`config.mk`:
```
export PLATFORM = sky130hd
export DESIGN_NAME = adcseq_top
export DESIGN_NICKNAME = d
export VERILOG_FILES = /design/src/core/adcseq_pkg.sv /design/src/core/adcseq_top.sv
export SDC_FILE = /design/constraint.sdc
export NUM_CORES = 1
export LEC_CHECK = 0
export BUFFER_PORTS_ARGS = -buffer_cell sky130_fd_sc_hd__buf_2
export CAP_MARGIN = 20
export CORE_MARGIN = 3
export CORE_UTILIZATION = 55
export CTS_CLUSTER_SIZE = 25
export DETAILED_ROUTE_END_ITERATION = 8
export GPL_ROUTABILITY_DRIVEN = 0
export PLACE_DENSITY = 0.78
export SYNTH_ARGS = -nofsm -noshare
export SYNTH_HDL_FRONTEND = slang
export SYNTH_SLANG_ARGS = --single-unit
```
`constraint.sdc`:
```
create_clock -name ref_clk_i -period 5.9 [get_ports ref_clk_i]
set_clock_uncertainty 0.1 [all_clocks]
set_input_delay 0.295 -clock ref_clk_i [delete_from_list [all_inputs] [get_ports ref_clk_i]]
set_output_delay 0.295 -clock ref_clk_i [all_outputs]
set_load 0.01 [all_outputs]
```
`src/core/adcseq_pkg.sv`:
```
/*
  Constants and types shared by the converter sequencer: register offsets,
  field positions, reset values, cycle counts and the sequencer states.
  Assumes a 32-bit APB register bus and a single oscillator clock domain.
*/
package adcseq_pkg;

  // ----------------------------------------------------------------
  // Register byte offsets
  // ----------------------------------------------------------------
  localparam logic [7:0] ADCSEQ_OFS_MAIN = 8'h00;    // Converter main control
  localparam logic [7:0] ADCSEQ_OFS_PIN = 8'h04;     // Analog pin mask
  localparam logic [7:0] ADCSEQ_OFS_TIMING = 8'h08;  // Converter timing control
  localparam logic [7:0] ADCSEQ_OFS_RES_HI = 8'h0c;  // Result high byte
  localparam logic [7:0] ADCSEQ_OFS_RES_LO = 8'h10;  // Result low byte
  localparam logic [7:0] ADCSEQ_OFS_STATUS = 8'h14;  // Done flag, write one to clear
  localparam logic [7:0] ADCSEQ_OFS_COMPARE = 8'h18; // Compare unit mode
  localparam logic [7:0] ADCSEQ_OFS_PORT = 8'h1c;    // Port data read-back

  // ----------------------------------------------------------------
  // Field positions
  // ----------------------------------------------------------------
  localparam int ADCSEQ_BIT_ON = 0;       // converter_on
  localparam int ADCSEQ_BIT_GO = 1;       // conversion_start_flag
  localparam int ADCSEQ_CHAN_LSB = 2;     // channel_select low bit
  localparam int ADCSEQ_BIT_CAL = 7;      // offset_calibrate_request
  localparam int ADCSEQ_CLK_LSB = 0;      // conversion_clock_select low bit
  localparam int ADCSEQ_ACQ_LSB = 3;      // acquisition_time_select low bit
  localparam int ADCSEQ_BIT_JUSTIFY = 7;  // result_justify_select
  localparam int ADCSEQ_BIT_DONE = 0;     // conversion_done_flag

  // ----------------------------------------------------------------
  // Reset values and codes
  // ----------------------------------------------------------------
  localparam logic [15:0] ADCSEQ_RST_PIN_MASK = 16'hffff; // All pins analog
  localparam logic [3:0] ADCSEQ_RST_COMPARE = 4'h0;
  localparam logic [3:0] ADCSEQ_TRIG_MODE = 4'hb;         // Special-event code 1011

  // ----------------------------------------------------------------
  // Cycle counts
  // ----------------------------------------------------------------
  localparam logic [4:0] ADCSEQ_CONV_TADS = 5'h0b;     // Bit periods per conversion
  localparam logic [4:0] ADCSEQ_RECOVER_TADS = 5'h02;  // Wait after completion/abort
  localparam logic [3:0] ADCSEQ_INSTR_CLKS = 4'h4;     // Oscillator clocks per instruction

  // ----------------------------------------------------------------
  // Sequencer states
  // ----------------------------------------------------------------
  typedef enum logic [2:0] {
    ADCSEQ_IDLE,
    ADCSEQ_DELAY,
    ADCSEQ_ACQ,
    ADCSEQ_CONV,
    ADCSEQ_RECOVER
  } adcseq_state_t;

endpackage

```
`src/core/adcseq_top.sv`:
```
/*
  Converter control sequencer: APB register file, bit-period generator,
  acquisition/conversion/recovery state machine, calibration and result
  formatting.
  Assumes the analog core settles sar_result_i by the last bit strobe of a
  conversion, that APB and special_event_i are on ref_clk_i, and that
  rc_clk_i and pin_level_i are asynchronous.
*/
// Chosen here: the APB register port and the register addresses.
`timescale 1ns/1ps

module adcseq_top
  import adcseq_pkg::*;
(
  input wire logic ref_clk_i,          // Oscillator clock
  input wire logic reset_n_i,          // Async reset, active low
  input wire logic psel_i,             // APB select
  input wire logic penable_i,          // APB enable
  input wire logic pwrite_i,           // APB write
  input wire logic [7:0] paddr_i,      // APB byte address
  input wire logic [31:0] pwdata_i,    // APB write data
  output logic [31:0] prdata_o,        // APB read data
  output logic pready_o,               // APB ready
  output logic pslverr_o,              // APB error, unmapped address
  input wire logic rc_clk_i,           // Internal RC oscillator, async
  input wire logic [15:0] pin_level_i, // Pin levels, async
  input wire logic special_event_i,    // Compare unit trigger pulse
  input wire logic [9:0] sar_result_i, // Analog core result
  output logic timer_clear_o,          // Clear compare timer, pulse
  output logic sample_en_o,            // Hold capacitor tracks input
  output logic cal_mode_o,             // Disconnect all channels
  output logic bit_strobe_o,           // One pulse per conversion period
  output logic [3:0] channel_o,        // Selected channel
  output logic busy_o                  // Start flag mirror
);

  // ----------------------------------------------------------------
  // Functions
  // ----------------------------------------------------------------
  // Oscillator clocks per bit period for a clock select code
  function automatic logic [6:0] clk_ratio(input logic [2:0] sel);
    case (sel)
      3'h0: clk_ratio = 7'h02;
      3'h4: clk_ratio = 7'h04;
      3'h1: clk_ratio = 7'h08;
      3'h5: clk_ratio = 7'h10;
      3'h2: clk_ratio = 7'h20;
      3'h6: clk_ratio = 7'h40;
      default: clk_ratio = 7'h02; // RC codes do not use the divider
    endcase
  endfunction

  // Bit periods of acquisition for an acquisition select code
  function automatic logic [4:0] acq_tads(input logic [2:0] sel);
    case (sel)
      3'h7: acq_tads = 5'h14;
      3'h6: acq_tads = 5'h10;
      3'h5: acq_tads = 5'h0c;
      3'h4: acq_tads = 5'h08;
      3'h3: acq_tads = 5'h06;
      3'h2: acq_tads = 5'h04;
      3'h1: acq_tads = 5'h02;
      default: acq_tads = 5'h00;
    endcase
  endfunction

  // ----------------------------------------------------------------
  // Registers
  // ----------------------------------------------------------------
  logic on_reg, go_reg, cal_req_reg;       // Main control bits
  logic [3:0] chan_reg;                    // channel_select
  logic justify_reg;                       // result_justify_select
  logic [2:0] acqt_reg, adcs_reg;          // Timing selects
  logic [15:0] analog_mask_reg;            // One marks an analog pin
  logic [3:0] compare_mode_reg;            // compare_mode_select
  logic done_reg;                          // conversion_done_flag
  logic [7:0] res_hi_reg, res_lo_reg;      // Result pair, no reset
  logic [9:0] offset_reg;                  // Stored calibration offset
  logic cal_run_reg;                       // Current conversion is dummy
  adcseq_state_t state_reg, state_next;    // Sequencer state
  logic [5:0] div_cnt_reg;                 // Oscillator divider
  logic [4:0] tad_cnt_reg;                 // Bit periods in a phase
  logic [3:0] dly_cnt_reg;                 // Start delay counter
  logic rc_s1_reg, rc_s2_reg, rc_s3_reg;   // RC synchroniser and edge
  logic [15:0] pin_s1_reg, pin_s2_reg;     // Pin synchroniser
  logic [31:0] prdata_reg;
  logic pready_reg, pslverr_reg, timer_clear_reg;
  logic sample_en_reg, cal_mode_reg, bit_strobe_reg;

  // ----------------------------------------------------------------
  // APB decode
  // ----------------------------------------------------------------
  wire setup = psel_i & ~penable_i;             // Setup phase
  wire access = psel_i & penable_i & pready_reg; // Completing access edge
  wire wr = access & pwrite_i;
  wire hit_main = paddr_i == ADCSEQ_OFS_MAIN;
  wire hit_pin = paddr_i == ADCSEQ_OFS_PIN;
  wire hit_tim = paddr_i == ADCSEQ_OFS_TIMING;
  wire hit_hi = paddr_i == ADCSEQ_OFS_RES_HI;
  wire hit_lo = paddr_i == ADCSEQ_OFS_RES_LO;
  wire hit_stat = paddr_i == ADCSEQ_OFS_STATUS;
  wire hit_cmp = paddr_i == ADCSEQ_OFS_COMPARE;
  wire hit_port = paddr_i == ADCSEQ_OFS_PORT;
  wire mapped = hit_main | hit_pin | hit_tim | hit_hi | hit_lo | hit_stat | hit_cmp
    | hit_port;
  wire wr_main = wr & hit_main;
  wire wr_stat = wr & hit_stat;

  // Analog pins read low whatever their level
  wire [15:0] port_read = pin_s2_reg & ~analog_mask_reg;

  wire [31:0] rd_word =
    hit_main ? {24'h0, cal_req_reg, 1'b0, chan_reg, go_reg, on_reg} :
    hit_pin ? {16'h0, analog_mask_reg} :
    hit_tim ? {24'h0, justify_reg, 1'b0, acqt_reg, adcs_reg} :
    hit_hi ? {24'h0, res_hi_reg} :
    hit_lo ? {24'h0, res_lo_reg} :
    hit_stat ? {31'h0, done_reg} :
    hit_cmp ? {28'h0, compare_mode_reg} :
    hit_port ? {16'h0, port_read} : 32'h0;

  // ----------------------------------------------------------------
  // Bit-period generation
  // ----------------------------------------------------------------
  wire rc_sel = adcs_reg[1:0] == 2'h3;
  wire [6:0] ratio = clk_ratio(adcs_reg);
  wire div_tick = div_cnt_reg == 6'(ratio - 7'h01);
  wire rc_edge = rc_s2_reg & ~rc_s3_reg;
  wire running = state_reg == ADCSEQ_ACQ || state_reg == ADCSEQ_CONV
    || state_reg == ADCSEQ_RECOVER;
  wire tad_tick = running & (rc_sel ? rc_edge : div_tick);

  // ----------------------------------------------------------------
  // Sequencer decisions
  // ----------------------------------------------------------------
  wire acq_zero = acqt_reg == 3'h0;
  wire [4:0] acq_len = acq_tads(acqt_reg);
  // One instruction of delay each for zero acquisition and RC clock
  wire [3:0] dly_len = (acq_zero ? ADCSEQ_INSTR_CLKS : 4'h0)
    + (rc_sel ? ADCSEQ_INSTR_CLKS : 4'h0);
  wire phase_end_acq = tad_tick && tad_cnt_reg == 5'(acq_len - 5'h01);
  wire conv_last = tad_tick && tad_cnt_reg == ADCSEQ_CONV_TADS - 5'h01;
  wire done_evt = state_reg == ADCSEQ_CONV && go_reg && conv_last;
  wire trig_hit = special_event_i && compare_mode_reg == ADCSEQ_TRIG_MODE;
  wire trig_set = trig_hit && on_reg;
  // Pin direction plays no part in starting or running a conversion
  wire start = state_reg == ADCSEQ_IDLE && on_reg && go_reg;

  // Start flag: completion clears, event or software sets
  wire on_next = wr_main ? pwdata_i[ADCSEQ_BIT_ON] : on_reg;
  wire go_sw = wr_main ? pwdata_i[ADCSEQ_BIT_GO] : go_reg;
  wire go_next = !on_next ? 1'b0 : done_evt ? 1'b0
    : (trig_set | go_sw);
  // Hardware set wins over a software clear in the same cycle
  wire done_next = done_evt | (done_reg & ~(wr_stat & pwdata_i[ADCSEQ_BIT_DONE]));

  // Offset-compensated and justified result
  wire [9:0] corrected = sar_result_i >= offset_reg ? sar_result_i - offset_reg : 10'h0;
  wire [7:0] fmt_hi = justify_reg ? {6'h0, corrected[9:8]} : corrected[9:2];
  wire [7:0] fmt_lo = justify_reg ? corrected[7:0] : {corrected[1:0], 6'h0};
  wire store_res = done_evt && !cal_run_reg;

  // Next state
  always_comb begin
    state_next = state_reg;
    case (state_reg)
      ADCSEQ_IDLE: begin
        if (start) begin
          state_next = ADCSEQ_DELAY;
        end
      end
      ADCSEQ_DELAY: begin
        if (!go_reg) begin
          state_next = ADCSEQ_IDLE;
        end else if (dly_cnt_reg >= dly_len) begin
          state_next = acq_zero ? ADCSEQ_CONV : ADCSEQ_ACQ;
        end
      end
      ADCSEQ_ACQ: begin
        if (!go_reg) begin
          state_next = ADCSEQ_RECOVER;
        end else if (phase_end_acq) begin
          state_next = ADCSEQ_CONV;
        end
      end
      ADCSEQ_CONV: begin
        if (!go_reg || conv_last) begin
          state_next = ADCSEQ_RECOVER;
        end
      end
      ADCSEQ_RECOVER: begin
        if (tad_tick && tad_cnt_reg == ADCSEQ_RECOVER_TADS - 5'h01) begin
          state_next = ADCSEQ_IDLE;
        end
      end
      default: state_next = ADCSEQ_IDLE;
    endcase
    if (!on_reg) begin
      state_next = ADCSEQ_IDLE;
    end
  end

  wire phase_change = state_next != state_reg;
  // Divider restarts with every phase, so with a divided clock an abort from acquisition or conversion still waits two full periods
  wire [5:0] div_cnt_next = (!running || div_tick || phase_change) ? 6'h0
    : div_cnt_reg + 6'h1;
  wire [4:0] tad_cnt_next = phase_change ? 5'h0 : tad_cnt_reg + {4'h0, tad_tick};
  wire [3:0] dly_cnt_next = state_reg == ADCSEQ_DELAY ? dly_cnt_reg + 4'h1 : 4'h0;

  // ----------------------------------------------------------------
  // Control state, reset to off and idle
  // ----------------------------------------------------------------
  always_ff @(posedge ref_clk_i or negedge reset_n_i) begin
    if (!reset_n_i) begin
      on_reg <= 1'b0;
      go_reg <= 1'b0;
      cal_req_reg <= 1'b0;
      chan_reg <= 4'h0;
      justify_reg <= 1'b0;
      acqt_reg <= 3'h0;
      adcs_reg <= 3'h0;
      analog_mask_reg <= ADCSEQ_RST_PIN_MASK;
      compare_mode_reg <= ADCSEQ_RST_COMPARE;
      done_reg <= 1'b0;
      state_reg <= ADCSEQ_IDLE;
    end else begin
      on_reg <= on_next;
      go_reg <= go_next;
      cal_req_reg <= wr_main ? pwdata_i[ADCSEQ_BIT_CAL] : cal_req_reg;
      chan_reg <= wr_main ? pwdata_i[ADCSEQ_CHAN_LSB +: 4] : chan_reg;
      justify_reg <= (wr & hit_tim) ? pwdata_i[ADCSEQ_BIT_JUSTIFY] : justify_reg;
      acqt_reg <= (wr & hit_tim) ? pwdata_i[ADCSEQ_ACQ_LSB +: 3] : acqt_reg;
      adcs_reg <= (wr & hit_tim) ? pwdata_i[ADCSEQ_CLK_LSB +: 3] : adcs_reg;
      analog_mask_reg <= (wr & hit_pin) ? pwdata_i[15:0] : analog_mask_reg;
      compare_mode_reg <= (wr & hit_cmp) ? pwdata_i[3:0] : compare_mode_reg;
      done_reg <= done_next;
      state_reg <= state_next;
    end
  end

  // Counters, calibration and synchronisers
  always_ff @(posedge ref_clk_i or negedge reset_n_i) begin
    if (!reset_n_i) begin
      div_cnt_reg <= 6'h0;
      tad_cnt_reg <= 5'h0;
      dly_cnt_reg <= 4'h0;
      cal_run_reg <= 1'b0;
      offset_reg <= 10'h0;
      {rc_s1_reg, rc_s2_reg, rc_s3_reg} <= 3'h0;
      pin_s1_reg <= 16'h0;
      pin_s2_reg <= 16'h0;
    end else begin
      div_cnt_reg <= div_cnt_next;
      tad_cnt_reg <= tad_cnt_next;
      dly_cnt_reg <= dly_cnt_next;
      cal_run_reg <= start ? cal_req_reg : cal_run_reg;
      offset_reg <= (done_evt && cal_run_reg) ? sar_result_i : offset_reg;
      {rc_s1_reg, rc_s2_reg, rc_s3_reg} <= {rc_clk_i, rc_s1_reg, rc_s2_reg};
      pin_s1_reg <= pin_level_i;
      pin_s2_reg <= pin_s1_reg;
    end
  end

  // Result pair: not reset, so it holds across a reset
  always_ff @(posedge ref_clk_i) begin
    res_hi_reg <= store_res ? fmt_hi : (wr & hit_hi) ? pwdata_i[7:0] : res_hi_reg;
    res_lo_reg <= store_res ? fmt_lo : (wr & hit_lo) ? pwdata_i[7:0] : res_lo_reg;
  end

  // ----------------------------------------------------------------
  // Registered outputs
  // ----------------------------------------------------------------
  always_ff @(posedge ref_clk_i or negedge reset_n_i) begin
    if (!reset_n_i) begin
      prdata_reg <= 32'h0;
      pready_reg <= 1'b0;
      pslverr_reg <= 1'b0;
      timer_clear_reg <= 1'b0;
      sample_en_reg <= 1'b0;
      cal_mode_reg <= 1'b0;
      bit_strobe_reg <= 1'b0;
    end else begin
      // Answer one cycle after setup: one access cycle, no waits
      prdata_reg <= setup ? rd_word : prdata_reg;
      pready_reg <= setup;
      pslverr_reg <= setup & ~mapped;
      timer_clear_reg <= trig_hit;
      // Sampling stops the moment conversion begins
      sample_en_reg <= on_next && (state_next == ADCSEQ_IDLE || state_next == ADCSEQ_DELAY
        || state_next == ADCSEQ_ACQ);
      cal_mode_reg <= state_next == ADCSEQ_CONV && (start ? cal_req_reg : cal_run_reg);
      bit_strobe_reg <= tad_tick && state_reg == ADCSEQ_CONV;
    end
  end

  assign prdata_o = prdata_reg;
  assign pready_o = pready_reg;
  assign pslverr_o = pslverr_reg;
  assign timer_clear_o = timer_clear_reg;
  assign sample_en_o = sample_en_reg;
  assign cal_mode_o = cal_mode_reg;
  assign bit_strobe_o = bit_strobe_reg;
  assign channel_o = chan_reg;
  assign busy_o = go_reg;
endmodule // adcseq_top

```
# After elaboration in Yosys (flattened, before gate mapping)
# Index checks and enable logic that the tools add are counted.
# totals
regBits	153
out_inout_bits	43
in_bits	73
elab_cells	171
# classes
n_lt_le_gt_ge	2
add_sub_neg	7
reduce_logical	30
bitwise_logic	31
n_eq_ne	33
mux	38
# op_table
op	count
16-bit two-way mux	8
8-bit two-way mux	6
5-bit case mux with 7 select lines	1
8-bit by 5-bit == test with 1-bit output, second input constant	4
3-bit two-way mux	10
6-bit case mux with 5 select lines	1
3-bit == test, second input constant	8
3-bit by 2-bit == test with 1-bit output, second input constant	7
1-bit bitwise AND	16
16-bit bitwise AND	1
8-bit by 4-bit == test with 1-bit output, second input constant	2
16-bit NOT	1
3-bit case mux with 5 select lines	1
1-bit logical AND	14
3-bit by 1-bit == test with 1-bit output, second input constant	4
10-bit greater-or-equal comparator	1
10-bit two-way mux	1
10-bit subtractor	1
3-bit logical NOT	3
1-bit bitwise OR	9
8-bit by 3-bit == test with 1-bit output, second input constant	1
8-bit logical NOT	1
1-bit logical OR	7
1-bit two-way mux	7
other kinds (20)	26

# Logic depth before layout (Yosys ltp)
# Gate-level depths: netlist of the first run.
# logic_depth
depth_word	15
ltp_mapped	12
depth_no_buf	12

# Least setup slack after synthesis of the first run
# Ideal clock, no wire load.
# synth_path
path_kind	reg-to-reg
from	register adcs_reg[0]
to	register res_hi_reg[0], enable pin
stages_incl_launch_ff	11
setup_ns	0.398
arrival_time_ns	2.254
required_time_ns	5.402
period_less_slack_ns	2.752
n_path_buf	1
path_slack_ns	3.148
path_cell_list	dfrtp_1 > inv_1 > ha_1 > nor3_1 > nor2_1 > a2111o_1 > nor3_2 > o21a_4 > nand3_1 > buf_2 > o41ai_1
# synth_via
elab_chain_len	10
elab_cells_between_ends	15
classes_between	add/sub (1); eq/ne (7); mux (2); bitwise (1); reduce/logical (4)
# synth_lines
item	line_no	text
start, declared	adcseq_top.sv:73	logic [2:0] acqt_reg, adcs_reg;
start signal, assigned	adcseq_top.sv:233	adcs_reg <= (wr & hit_tim) ? pwdata_i[ADCSEQ_CLK_LSB +: 3] : adcs_reg;
3-bit == test (tied with other cells)	adcseq_top.sv:42	case (sel)
6-bit case mux with 5 select lines	adcseq_top.sv:42	
6-bit by 1-bit subtractor with 6-bit output	adcseq_top.sv:127	wire div_tick = div_cnt_reg == 6'(ratio - 7'h01);
6-bit == test	adcseq_top.sv:127	
1-bit two-way mux (*)	adcseq_top.sv:131	wire tad_tick = running & (rc_sel ? rc_edge : div_tick);
1-bit bitwise AND (*)	adcseq_top.sv:131	
1-bit logical AND (*)	adcseq_top.sv:142	wire conv_last = tad_tick && tad_cnt_reg == ADCSEQ_CONV_TADS - 5'h01;
1-bit logical AND (*)	adcseq_top.sv:143	wire done_evt = state_reg == ADCSEQ_CONV && go_reg && conv_last;
1-bit logical AND (*)	adcseq_top.sv:161	wire store_res = done_evt && !cal_run_reg;
2-bit nonzero test (no source line) (*)	n/a	
end signal, assigned	adcseq_top.sv:266	res_hi_reg <= store_res ? fmt_hi : (wr & hit_hi) ? pwdata_i[7:0] : res_hi_reg;
end, declared	adcseq_top.sv:77	logic [7:0] res_hi_reg, res_lo_reg;
# Every way passes the cells marked *; elsewhere a longest branch is shown, timed or not.
# A chain may end at the register's enable or synchronous reset.

# Worst setup path after layout of the first run
# layout_path
from	register adcs_reg[0]
to	register res_hi_reg[7], data pin
# layout_via
elab_chain_len	10
elab_cells_between_ends	15
classes_between	add/sub (1); eq/ne (7); mux (3); bitwise (1); reduce/logical (3)
# layout_lines
item	line_no
3-bit == test (tied with other cells)	adcseq_top.sv:42
6-bit case mux with 5 select lines	adcseq_top.sv:42
6-bit by 1-bit subtractor with 6-bit output	adcseq_top.sv:127
6-bit == test	adcseq_top.sv:127
1-bit two-way mux (*)	adcseq_top.sv:131
1-bit bitwise AND (*)	adcseq_top.sv:131
1-bit logical AND (*)	adcseq_top.sv:142
1-bit logical AND (*)	adcseq_top.sv:143
1-bit logical AND (*)	adcseq_top.sv:161
8-bit two-way mux (*)	adcseq_top.sv:266
# Marks and branches as above.

==> metrics.md, run 1 <==
| Metric | Value |
|---|---|
| Antenna Nets Post-Route | `0` |
| Final cycle utilization of the critical path | `0.5508` |
| Min-delay src | `pwdata_i[15]` |
| Peak supply drop | `0.2931 mV` |
| Row Count | `39` |
| Max clock buf depth | `2` |
| Die Y | `116.6 um` |
| Tmin final | `around 3200 ps` |
| Min-Delay Path Depth | `2` |
| RSZ-0062 raised after global routing | `false` |
| Ports | `116` |
| Detailed Route WL | `15.98 mm` |
| FILL cells | `830` |
| Max cap viols | `0` |
| Hold Path End | `analog_mask_reg[15]$_DFFE_PN1P_` |
| Largest stage delay, worst path | `roughly 410 ps` |
| Crit path buffers/inverters | `1` |
| Grt ovf | `0` |
| Static Leakage | `3.746 nW` |
| Req. time, crit path | `around 6000 ps` |
| Wire length per cell | `18.14 um` |
| Synth Flop Type | `dfrtp_1` |
| Layout Nets | `approximately 820` |
| Total Power | `around 2.2 mW` |
| Core ar. | `11,660 um^2` |
| Final Cell Area | `approximately 8000 um^2` |
| Initial DRC Count | `around 400` |
| TritonCTS Buffers | `17` |
| Status | `finished clean` |
| CTS root buf | `clkbuf_16` |
| CP Max Fanout | `11` |
| Crit start category | `flip-flop` |
| Area Overhead vs Synth | `19.04%` |
| PD cells | `278.4 nW/um^2` |
| Worst hold-check path type | `in2reg` |
| Async SR Flop Fraction | `0.8832` |
| Critical register-to-register path startpoint | `adcs_reg[0]$_DFFE_PN0P_` |
| Setup TNS | `0 ps` |
| Final setup fails | `0` |
| PortBufs | `83` |
| Slew Limit Fails | `0` |
| Worst skew pair latency | `approximately 430 ps` |
| Slew @ Worst Pin | `slightly above 1000 ps` |
| GRT Overall Usage | `0.2459` |
| # DRC | `0` |
| Critical path class | `reg2reg` |
| Critical path, cell by cell | `inv_1, ha_1, nor3_1, nor2_1, a2111o_1, nor3_2, o21a_4, nand3_1, and2_1, a31o_2` |
| Syn avg cell area | `10.83 um^2` |
| Count of final hold-check violations | `0` |
| H-tree level count | `4` |
| Synth Cell Area | `6723 um^2` |
| Setup bufs post-CTS | `0` |
| #FFs+latches synth | `137` |
| Reg2Reg Depth | `10` |
| Die width | `116.6 um` |
| Peak Freq | `307.7 MHz` |
| Hpwl dp | `approximately 11 mm` |
| Synth Warn # | `0` |
| Initial Utilization | `0.5764` |
| Clock-pin slew on the worst setup and hold paths | `around 60 ps` |
| Relative slew slack | `0.3097` |
| WP data arrival | `about 3300 ps` |
| First-pass GRT wire length | `25.33 mm` |
| Crit-path slowest cell | `a2111o_1` |
| Core Util, Final | `0.6862` |
| Post-Syn Instances | `slightly above 600` |
| Crit-path leading delay family | `simple AND/OR/NAND/NOR gates` |
| End of the worst register-to-register path | `res_hi_reg[7]$_DFFE_PP_` |
| CTS tree | `yes` |
| Via/cell ratio | `5.793` |
| Reg2Reg Setup Slack | `2650 ps` |
| Largest net degree at the start of global routing | `65` |
| Layout cells sized above 1 | `0.2564` |
| Die area | `13,590 um^2` |
| Number of clock sinks | `137` |
| Post-synthesis sequential area ratio | `0.5248` |
| Vias | `5,104` |
| DRT Pass-1 Iters | `6` |
| Antenna violations before repair | `0` |
| Number of enable flip-flop cells after synthesis | `16` |
| CP endpoint kind | `flip-flop` |
| Synth cell types | `69` |
| Dpl cell area | `a little over 7000 um^2` |
| Vias in the first global route | `4,976` |
==> cell usage in the layout (no fill, tap or decap), drive strengths merged, types with 3 or more instances in the layout <==
cell / count
nor3: 9
a21o: 5
buf: 87
nand3: 15
nand3b: 3
dlygate4sd3: 21
nor2: 49
edfxtp: 16
o31ai: 6
dfstp: 16
o21ai: 41
mux2: 40
nor3b: 3
and3: 5
ha: 24
nand4: 4
dfrtp: 105
a31oi: 5
o22ai: 4
xor2: 9
xnor2: 13
a21oi: 24
inv: 38
and2: 6
a2111o: 3
conb: 16
nand2b: 7
a211oi: 4
nand2: 70
nor4: 4
mux2i: 14
o21a: 3
nor2b: 10
clkbuf: 19
a221oi: 3
o2111ai: 4
==> power by group <==
part	switching, mW	total, mW	internal (mW)
clock	0.436	1.08	0.645
sequential	0.00942	0.984	0.975
combinational	0.0975	0.163	0.0650
==> synthesized netlist by cell type (all sizes together), types with 2 or more instances <==
cell     count  area [um^2]
nor2        49        183.9
and2         6        40.04
mux2        40        488.0
clkbuf      16        60.06
ha          24        300.3
a221oi       3        26.28
o31ai        6        45.04
a32o         2        20.02
a31o         2        17.52
o22ai        4        25.02
nor4         4        25.02
o2111ai      4        35.03
mux2i       14        140.1
a22o         2        18.77
a2111o       3        33.78
nor3b        3        27.52
nor3         9        50.05
o21a         3        30.02
o211ai       2        15.01
buf         23        158.9
dfrtp      105         2628
edfxtp      16        480.5
nand2       70        279.0
o21bai       2        15.01
or2          2        15.02
dfstp       16        420.4
nand2b       7        43.79
a211oi       4        30.03
a31oi        5        31.28
nor2b       10        65.06
nand3       15        75.07
a21o         5        38.79
nand4        4        25.02
nand3b       3        22.52
and3         5        31.28
a21oi       24        120.1
a32oi        2        17.52
o21ai       41        205.2
inv         30        112.6
xnor2       13        113.9
xor2         9        78.83
==> worst max-delay path by stage <==
| stage | start | to | slack [ps] | cells past startpoint |
|---|---|---|---|---|
| detailed placement | adcs_reg[0]$_DFFE_PN0P_ | res_hi_reg[7]$_DFFE_PP_ | 2700 | 10 |
| global route | adcs_reg[0]$_DFFE_PN0P_ | res_hi_reg[7]$_DFFE_PP_ | 2460 | 10 |
| CTS | adcs_reg[0]$_DFFE_PN0P_ | res_hi_reg[7]$_DFFE_PP_ | 2670 | 10 |
| floorplan | adcs_reg[0]$_DFFE_PN0P_ | res_hi_reg[0]$_DFFE_PP_ | 3150 | 10 |
| global placement | adcs_reg[0]$_DFFE_PN0P_ | res_hi_reg[4]$_DFFE_PP_ | 2770 | 10 |
| finish | adcs_reg[0]$_DFFE_PN0P_ | res_hi_reg[7]$_DFFE_PP_ | 2650 | 10 |
==> timing repair <==
item | CTS | global route
hold buffers | 20 | 1
endpoints found under the hold margin | 68 | 1
gates resized for setup | 0 | 0
==> worst reg2reg max path, delay by kind of cell (launching register included) <==
family,cells,cell delay [ps]
buffers and inverters,1,110
AOI/OAI and AO/OA,3,860
and+or+nand+nor,5,1190
adders and majority gates,1,330
DFF,1,400
==> metal layers <==
layer | GRT usage | vias to the layer above | wire (um)
met2 | 0.3928 | 211 | 7860
met5 | 0 | - | 0
li1 | - | 2355 | -
met4 | 0.06957 | 0 | 253
met1 | 0.3251 | 2511 | 6706
met3 | 0.07979 | 27 | 1157
==> metrics by stage <==
stage,cells,worst slack [ps],hold WS [ps]
global placement,827,2765,232.2
floorplan,636,3148,-100.6
CTS,879,2673,4.776
finish,881,2650,11.24
detailed placement,827,2701,237.3
global route,880,2461,4.273
==> layout make-up <==
class	count	area, um^2	share of cell area
flip-flops and latches	137	3528	0.4409
multi-input cells	430	2924	0.3654
repair buffers	108	658.1	0.08224
clock buffers	19	442.9	0.05535
well taps	143	178.9	0.02236
clock inverters	13	155.1	0.01939
inverters	30	112.6	0.01407
diodes	1	2.502	0.0003127
==> cells by family after synthesis <==
logic type,Yosys count,share of synthesized area
AOI/OAI and AO/OA,121,0.1174
xor gates and xnor gates,22,0.02866
adders and majority gates,26,0.04914
buffers and inverters,69,0.04932
DFF,137,0.5248
muxes,54,0.09343
other,1,0.0005578
and+or+nand+nor,191,0.1366
Power figures use the tool's default switching activity.
==> run 2: changes to the inputs <==
CORE_UTILIZATION = 51   (was 55)
PLACE_DENSITY = 0.77   (was 0.78)
clock period = 2.67 ns   (was 5.9 ns; I/O delays follow)
==> run 2 against run 1 <==
Effect of this change: the run now ends with negative setup slack left; sequential share of layout area decreased by 4.7 points; fmax increased by 16%; non-clock buffer count increased by 73; routed wire length increased by 10%; first-iteration DRC count increased by 7.5%; clock power increased by 100%; combinational power increased to 2.7 times the previous value; critical endpoint is now div_cnt_reg[5]$_DFF_PN0_.
==> metrics.md, run 2 (synthesized netlist as in run 1, its figures left out) <==
| Metric | Value |
|---|---|
| Final Cell Area | `8969 um^2 (+12%)` |
| PortBufs | `83 (unchanged)` |
| Critical Path Source | `adcs_reg[1]$_DFFE_PN0P_` |
| First-pass GRT wire length | `27.71 mm (+9.4%)` |
| RSZ-0062 raised after global routing | `true` |
| Final cycle utilization of the critical path | `1.050 (+0.4991)` |
| DP Worst Slack | `-254.1 ps (-2956 ps)` |
| Status | `finished, violations left` |
| CTS root buf | `clkbuf_16` |
| Slew @ Worst Pin | `683.7 ps (-337.3 ps)` |
| GRT Overall Usage | `0.2450 (-0.0009374)` |
| Critical path class | `reg2reg` |
| H-tree level count | `4 (unchanged)` |
| Row Count | `41 (+5.1%)` |
| Hold WS | `99.50 ps (+88.26 ps)` |
| Tmin final | `2803 ps (-446.6 ps)` |
| Wire length per cell | `17.98 um (-0.87%)` |
| Initial Utilization | `0.5263 (-0.05014)` |
| TritonCTS Buffers | `17 (unchanged)` |
| Max clock buf depth | `2 (unchanged)` |
| Worst hold-check path type | `in2async` |
| Largest net degree at the start of global routing | `66 (+1.5%)` |
| Dpl cell area | `7493 um^2 (+4.2%)` |
| Met3 usage | `0.05847 (-0.02133)` |
| Number of inserted diodes | `0 (-1)` |
| Relative slew slack | `0.5400 (+0.2303)` |
| Number of clock sinks | `137 (unchanged)` |
| Vias | `5,438 (+6.5%)` |
| Req. time, crit path | `2910 ps (-3070 ps)` |
| Via/cell ratio | `5.538 (-4.4%)` |
| Met2 Use GR | `0.4153 (+0.02247)` |
| Reg2Reg Setup Slack | `-130 ps (-2780 ps)` |
| Die Y | `120.8 um (+3.6%)` |
| Die width | `120.8 um (+3.6%)` |
| Leading cell type in the layout, fill and taps excluded | `dfrtp_1` |
| Core Util, Final | `0.7021 (+0.01593)` |
| Antenna Nets Post-Route | `0 (unchanged)` |
| Worst skew pair latency | `420 ps (about the same)` |
| Grt ovf | `0 (unchanged)` |
| PD cells | `538.1 nW/um^2 (+93%)` |
| Most used routing layer | `met2` |
| Setup TNS | `-752.8 ps (-752.8 ps)` |
| Layout Nets | `895 (+8.9%)` |
| Area Overhead vs Synth | `33.41%` |
| Count of final hold-check violations | `0 (unchanged)` |
| Critical register-to-register path startpoint | `adcs_reg[1]$_DFFE_PN0P_` |
| Critical path, cell by cell | `buf_4, ha_4, ha_4, ha_4, nand2_2, nand2_2, a21oi_2, buf_4, a211oi_1, a21oi_1, o31ai_2, a221o_2, nor3b_2` |
| WP data arrival | `3040 ps (-290 ps)` |
| Most frequent cells in the layout | `dfrtp_1 (103), buf_2 (82), nand2_1 (63)` |
| Crit path top cell by count | `ha_4` |
| Final setup fails | `16 (+16)` |
| Clock-pin slew on the worst setup and hold paths | `60 ps (about the same)` |
| Crit-path slowest cell | `dfrtp_2` |
| Hpwl dp | `11.63 mm (+7.5%)` |
| Peak Freq | `356.7 MHz (+16%)` |
| Antenna violations before repair | `0 (unchanged)` |
| Violated checks | `negative setup slack` |
| Layout cells sized above 1 | `0.3531 (+0.09664)` |
| Vias in the first global route | `5,501 (+11%)` |
| Largest stage delay, worst path | `440 ps (+30 ps)` |
| # DRC | `0 (unchanged)` |
| Slew Limit Fails | `0 (unchanged)` |
| Fin worst setup slack | `-133.1 ps (-2783 ps)` |
| DRT Pass-1 Iters | `6 (unchanged)` |
| CP endpoint kind | `flip-flop` |
| Initial DRC Count | `432 (+7.5%)` |
| Crit start category | `flip-flop` |
| Die area | `14,600 um^2 (+7.4%)` |
| Core ar. | `12,770 um^2 (+9.5%)` |
| Ports | `116 (unchanged)` |
| Static Leakage | `4.147 nW (+11%)` |
| Detailed Route WL | `17.65 mm (+10%)` |
| CP Max Fanout | `6 (-5)` |
| CTS tree | `yes` |
| Max cap viols | `0 (unchanged)` |
| Met1 usage | `0.3051 (-0.02008)` |
| Peak supply drop | `0.6033 mV (+110%)` |
==> run 2: cell type report <==
cell class / instances / area [um^2]
clock buffers: 19 / 454.2
flip-flops and latches: 137 / 3531
fillers: 857 / 3805
multi-input cells: 430 / 3247
well taps: 172 / 215.2
clock inverters: 13 / 105.1
inverters: 30 / 115.1
repair buffers: 181 / 1301
==> run 2: stage by stage <==
| step | instances | total power [mW] |
|---|---|---|
| floorplan | 636 | 2.405 |
| global placement | 888 | 2.540 |
| detailed placement | 888 | 2.555 |
| CTS | 971 | 4.817 |
| global route | 982 | 5.011 |
| finish | 982 | 4.826 |
==> run 2: power by group <==
group / switching, mW / internal, mW / leakage, nW
Clock: 0.941 / 1.26 / 0.275
Sequential: 0.0223 / 2.15 / 1.65
Combinational: 0.246 / 0.201 / 2.23
Total: 1.21 / 3.62 / 4.15
==> run 2: path summary, 6_finish.rpt <==
| check | depth (start not counted) | endpoint |
|---|---|---|
| min reg2reg | 0 | pin_s2_reg[9]$_DFF_PN0_ |
| max | 13 | div_cnt_reg[5]$_DFF_PN0_ |
| min in group ref_clk_i | 4 | pslverr_o$_DFF_PN0_ |
| max reg2reg | 13 | div_cnt_reg[5]$_DFF_PN0_ |
| max in group asynchronous | 3 | analog_mask_reg[15]$_DFFE_PN1P_ |
| min | 2 | div_cnt_reg[0]$_DFF_PN0_ |
==> run 2: metal layers <==
layer  vias up  part of all wire
li1       2508                 -
met4         0             0.025
met2       201              0.51
met1      2684              0.41
met5         -                 0
met3        45             0.058
==> run 2: critical path: cells and delay by family (launching register included) <==
kind	cells	cell delay [ps]
compound gates	5	920
fa+ha+maj	3	660
flops	1	440
simple gates	3	320
buf+inv	2	290
==> run 2: timing repair <==
| action | CTS | global route |
|---|---|---|
| setup buffers | 6 | 12 |
| hold buffers | 45 | 0 |
| hold endpoints to repair | 138 | 0 |
| setup endpoints to repair | 56 | 56 |
| pin swaps | 13 | 26 |
| gates resized for setup | 18 | 55 |
==> run 3: changes to the inputs <==
RECOVER_POWER = 100   (was unset)
clock period = 2.49 ns   (was 2.67 ns; I/O delays follow)
==> run 3 against run 2 <==
Effect of this change: sequential cell count unchanged; critical path type unchanged; non-clock buffer count rose by 8; sequential share of layout area up 0.46 points; via count grew 3.3%; largest power group unchanged; sequential power rose by 7%; first-iteration DRC count up 16%; combinational power is 9.8% higher; hold slack improved by 55 ps; critical path depth is 3 lower; register-to-register slack worse by 210 ps; the flow still finishes with violations (negative setup slack).
==> metrics.md, run 3 (synthesized netlist as in run 1, its figures left out) <==
| Metric | Value |
|---|---|
| CP endpoint kind | `flip-flop` |
| Vias | `5,617 (+3.3%)` |
| Relative slew slack | `0.2441 (-0.2959)` |
| FILL cells | `894 (+4.3%)` |
| Antenna violations before repair | `0 (unchanged)` |
| Layout cells sized above 1 | `0.2946 (-0.05847)` |
| First-pass GRT wire length | `27.50 mm (-0.75%)` |
| Max clock buf depth | `2 (unchanged)` |
| Ports | `116 (unchanged)` |
| Multi-input logic area | `3137 um^2 (-3.4%)` |
| Peak supply drop | `0.6395 mV (+6.0%)` |
| FF/Latch Area | `3528 um^2 (about the same)` |
| # DRC | `0 (unchanged)` |
| Largest stage delay, worst path | `410 ps (-30 ps)` |
| WP data arrival | `3000 ps (-40 ps)` |
| Largest net degree at the start of global routing | `77 (+17%)` |
| Initial Utilization | `0.5263 (unchanged)` |
| DP Cell Count | `899 (+1.2%)` |
| PortBufs | `83 (unchanged)` |
| DRT Pass-1 Iters | `5 (-1)` |
| Met3 usage | `0.05145 (-0.007016)` |
| Grt ovf | `0 (unchanged)` |
| CP Max Fanout | `5 (-1)` |
| Total Power | `5.385 mW (+12%)` |
| Most frequent cells in the layout | `dfrtp_1 (105), nand2_1 (68), buf_2 (54)` |
| Met1 usage | `0.2950 (-0.01010)` |
| CTS tree | `yes` |
| Static Leakage | `4.024 nW (-2.9%)` |
| Req. time, crit path | `2650 ps (-260 ps)` |
| Min-Delay Path Depth | `5` |
| Critical path class | `reg2reg` |
| Antenna Nets Post-Route | `0 (unchanged)` |
| Setup TNS | `-9890 ps (-9138 ps)` |
| Wire length per cell | `17.97 um (about the same)` |
| Slew Limit Fails | `0 (unchanged)` |
| Row Count | `41 (unchanged)` |
| Hpwl dp | `11.46 mm (-1.5%)` |
| CTS root buf | `clkbuf_16` |
| Max cap viols | `0 (unchanged)` |
| RSZ-0062 raised after global routing | `true` |
| Status | `finished, violations left` |
| Worst skew pair latency | `430 ps (about the same)` |
| GRT Overall Usage | `0.2438 (-0.001190)` |
| Clock-pin slew on the worst setup and hold paths | `70 ps (about the same)` |
| Via/cell ratio | `5.674 (+2.5%)` |
| Vias in the first global route | `5,611 (+2.0%)` |
| Hold WS | `154.4 ps (+54.91 ps)` |
| Reg2Reg Depth | `10 (-3)` |
| Final cycle utilization of the critical path | `1.137 (+0.08743)` |
| Core ar. | `12,770 um^2 (unchanged)` |
| Final setup fails | `56 (+40)` |
| Crit-path slowest cell | `dfrtp_1` |
| Area Overhead vs Synth | `31.79%` |
| Leading cell type in the layout, fill and taps excluded | `dfrtp_1` |
| Peak Freq | `353.1 MHz (-1.0%)` |
| Layout Nets | `903 (+0.89%)` |
| Number of inserted diodes | `0 (unchanged)` |
| PD cells | `607.8 nW/um^2 (+13%)` |
| TritonCTS Buffers | `17 (unchanged)` |
| Worst hold-check path type | `in2reg` |
| H-tree level count | `4 (unchanged)` |
| Die area | `14,600 um^2 (unchanged)` |
| Critical path, cell by cell | `inv_2, ha_4, and3_1, nor2_1, a2111o_1, nor3_4, o21a_4, and2_4, nand4_1, o21ai_1` |
| Tmin final | `2832 ps (+28.72 ps)` |
| Most used routing layer | `met2` |
| Die width | `120.8 um (unchanged)` |
| Met2 Use GR | `0.4149 (about the same)` |
| Non-Filler Instances | `990 (+0.81%)` |
| Violated checks | `negative setup slack` |
| Count of final hold-check violations | `0 (unchanged)` |
| Die Y | `120.8 um (unchanged)` |
| Number of clock sinks | `137 (unchanged)` |
| Detailed Route WL | `17.79 mm (+0.79%)` |
| Initial DRC Count | `503 (+16%)` |
| Crit start category | `flip-flop` |
| Slew @ Worst Pin | `1134 ps (+450.2 ps)` |
| Fin worst setup slack | `-341.8 ps (-208.7 ps)` |
[run 3: path summary, 6_finish.rpt]
check	from	to	slack, ps
setup / recovery	adcs_reg[0]$_DFFE_PN0P_	res_lo_reg[0]$_DFFE_PP_	-340
hold reg to reg	pin_s1_reg[8]$_DFF_PN0_	pin_s2_reg[8]$_DFF_PN0_	250
setup reg to reg	adcs_reg[0]$_DFFE_PN0P_	res_lo_reg[0]$_DFFE_PP_	-340
min in group asynchronous	reset_n_i	rc_s1_reg$_DFF_PN0_	350
max in group asynchronous	reset_n_i	pin_s2_reg[6]$_DFF_PN0_	230
hold / removal	paddr_i[5]	pslverr_o$_DFF_PN0_	150
[run 3: layout make-up]
| type | instances | share of cell area |
|---|---|---|
| clock inverter | 15 | 0.02019 |
| sequential | 137 | 0.3982 |
| inverter | 30 | 0.01271 |
| clock buffer | 17 | 0.04802 |
| timing repair buffer | 189 | 0.1425 |
| multi-input combinational | 430 | 0.3540 |
| tap | 172 | 0.02429 |
[run 3: per-stage QoR]
step | utilization | setup slack (ps) | area, um^2
after floorplan | - | -116.0 | 6828
after global placement | 0.5951 | -212.6 | 7601
after detailed placement | 0.5951 | -364.1 | 7601
after CTS | 0.6911 | -256.4 | 8827
after global routing | 0.6936 | -416.5 | 8860
final | 0.6936 | -341.8 | 8860
[run 3: worst max-delay path: cells and delay by family, from the launching register on]
family	cells	cell delay [ps]
AO/OA/AOI/OAI	3	900
adder cells (fa/ha/maj)	1	290
buffers and inverters	1	80
flip-flops	1	410
AND/OR/NAND/NOR	5	880
[run 3: what timing repair did]
action,in CTS,in global routing
hold endpoints to repair,111,0
buffers inserted,9,5
pin swaps,14,12
hold buffers,45,0
gates resized for setup,19,18
setup endpoints to repair,59,59
[run 3: power by group]
part / switching (mW) / internal, mW
clock: 1.13 / 1.44
combinational: 0.264 / 0.228
sequential: 0.0232 / 2.31
[run 3: metal layers]
metal | part of all wire | routed length, um | vias to the layer above
li1 | - | - | 2520
met1 | 0.39 | 6887 | 2759
met5 | 0 | 0 | -
met3 | 0.067 | 1194 | 75
met2 | 0.51 | 9034 | 263
met4 | 0.038 | 675 | 0
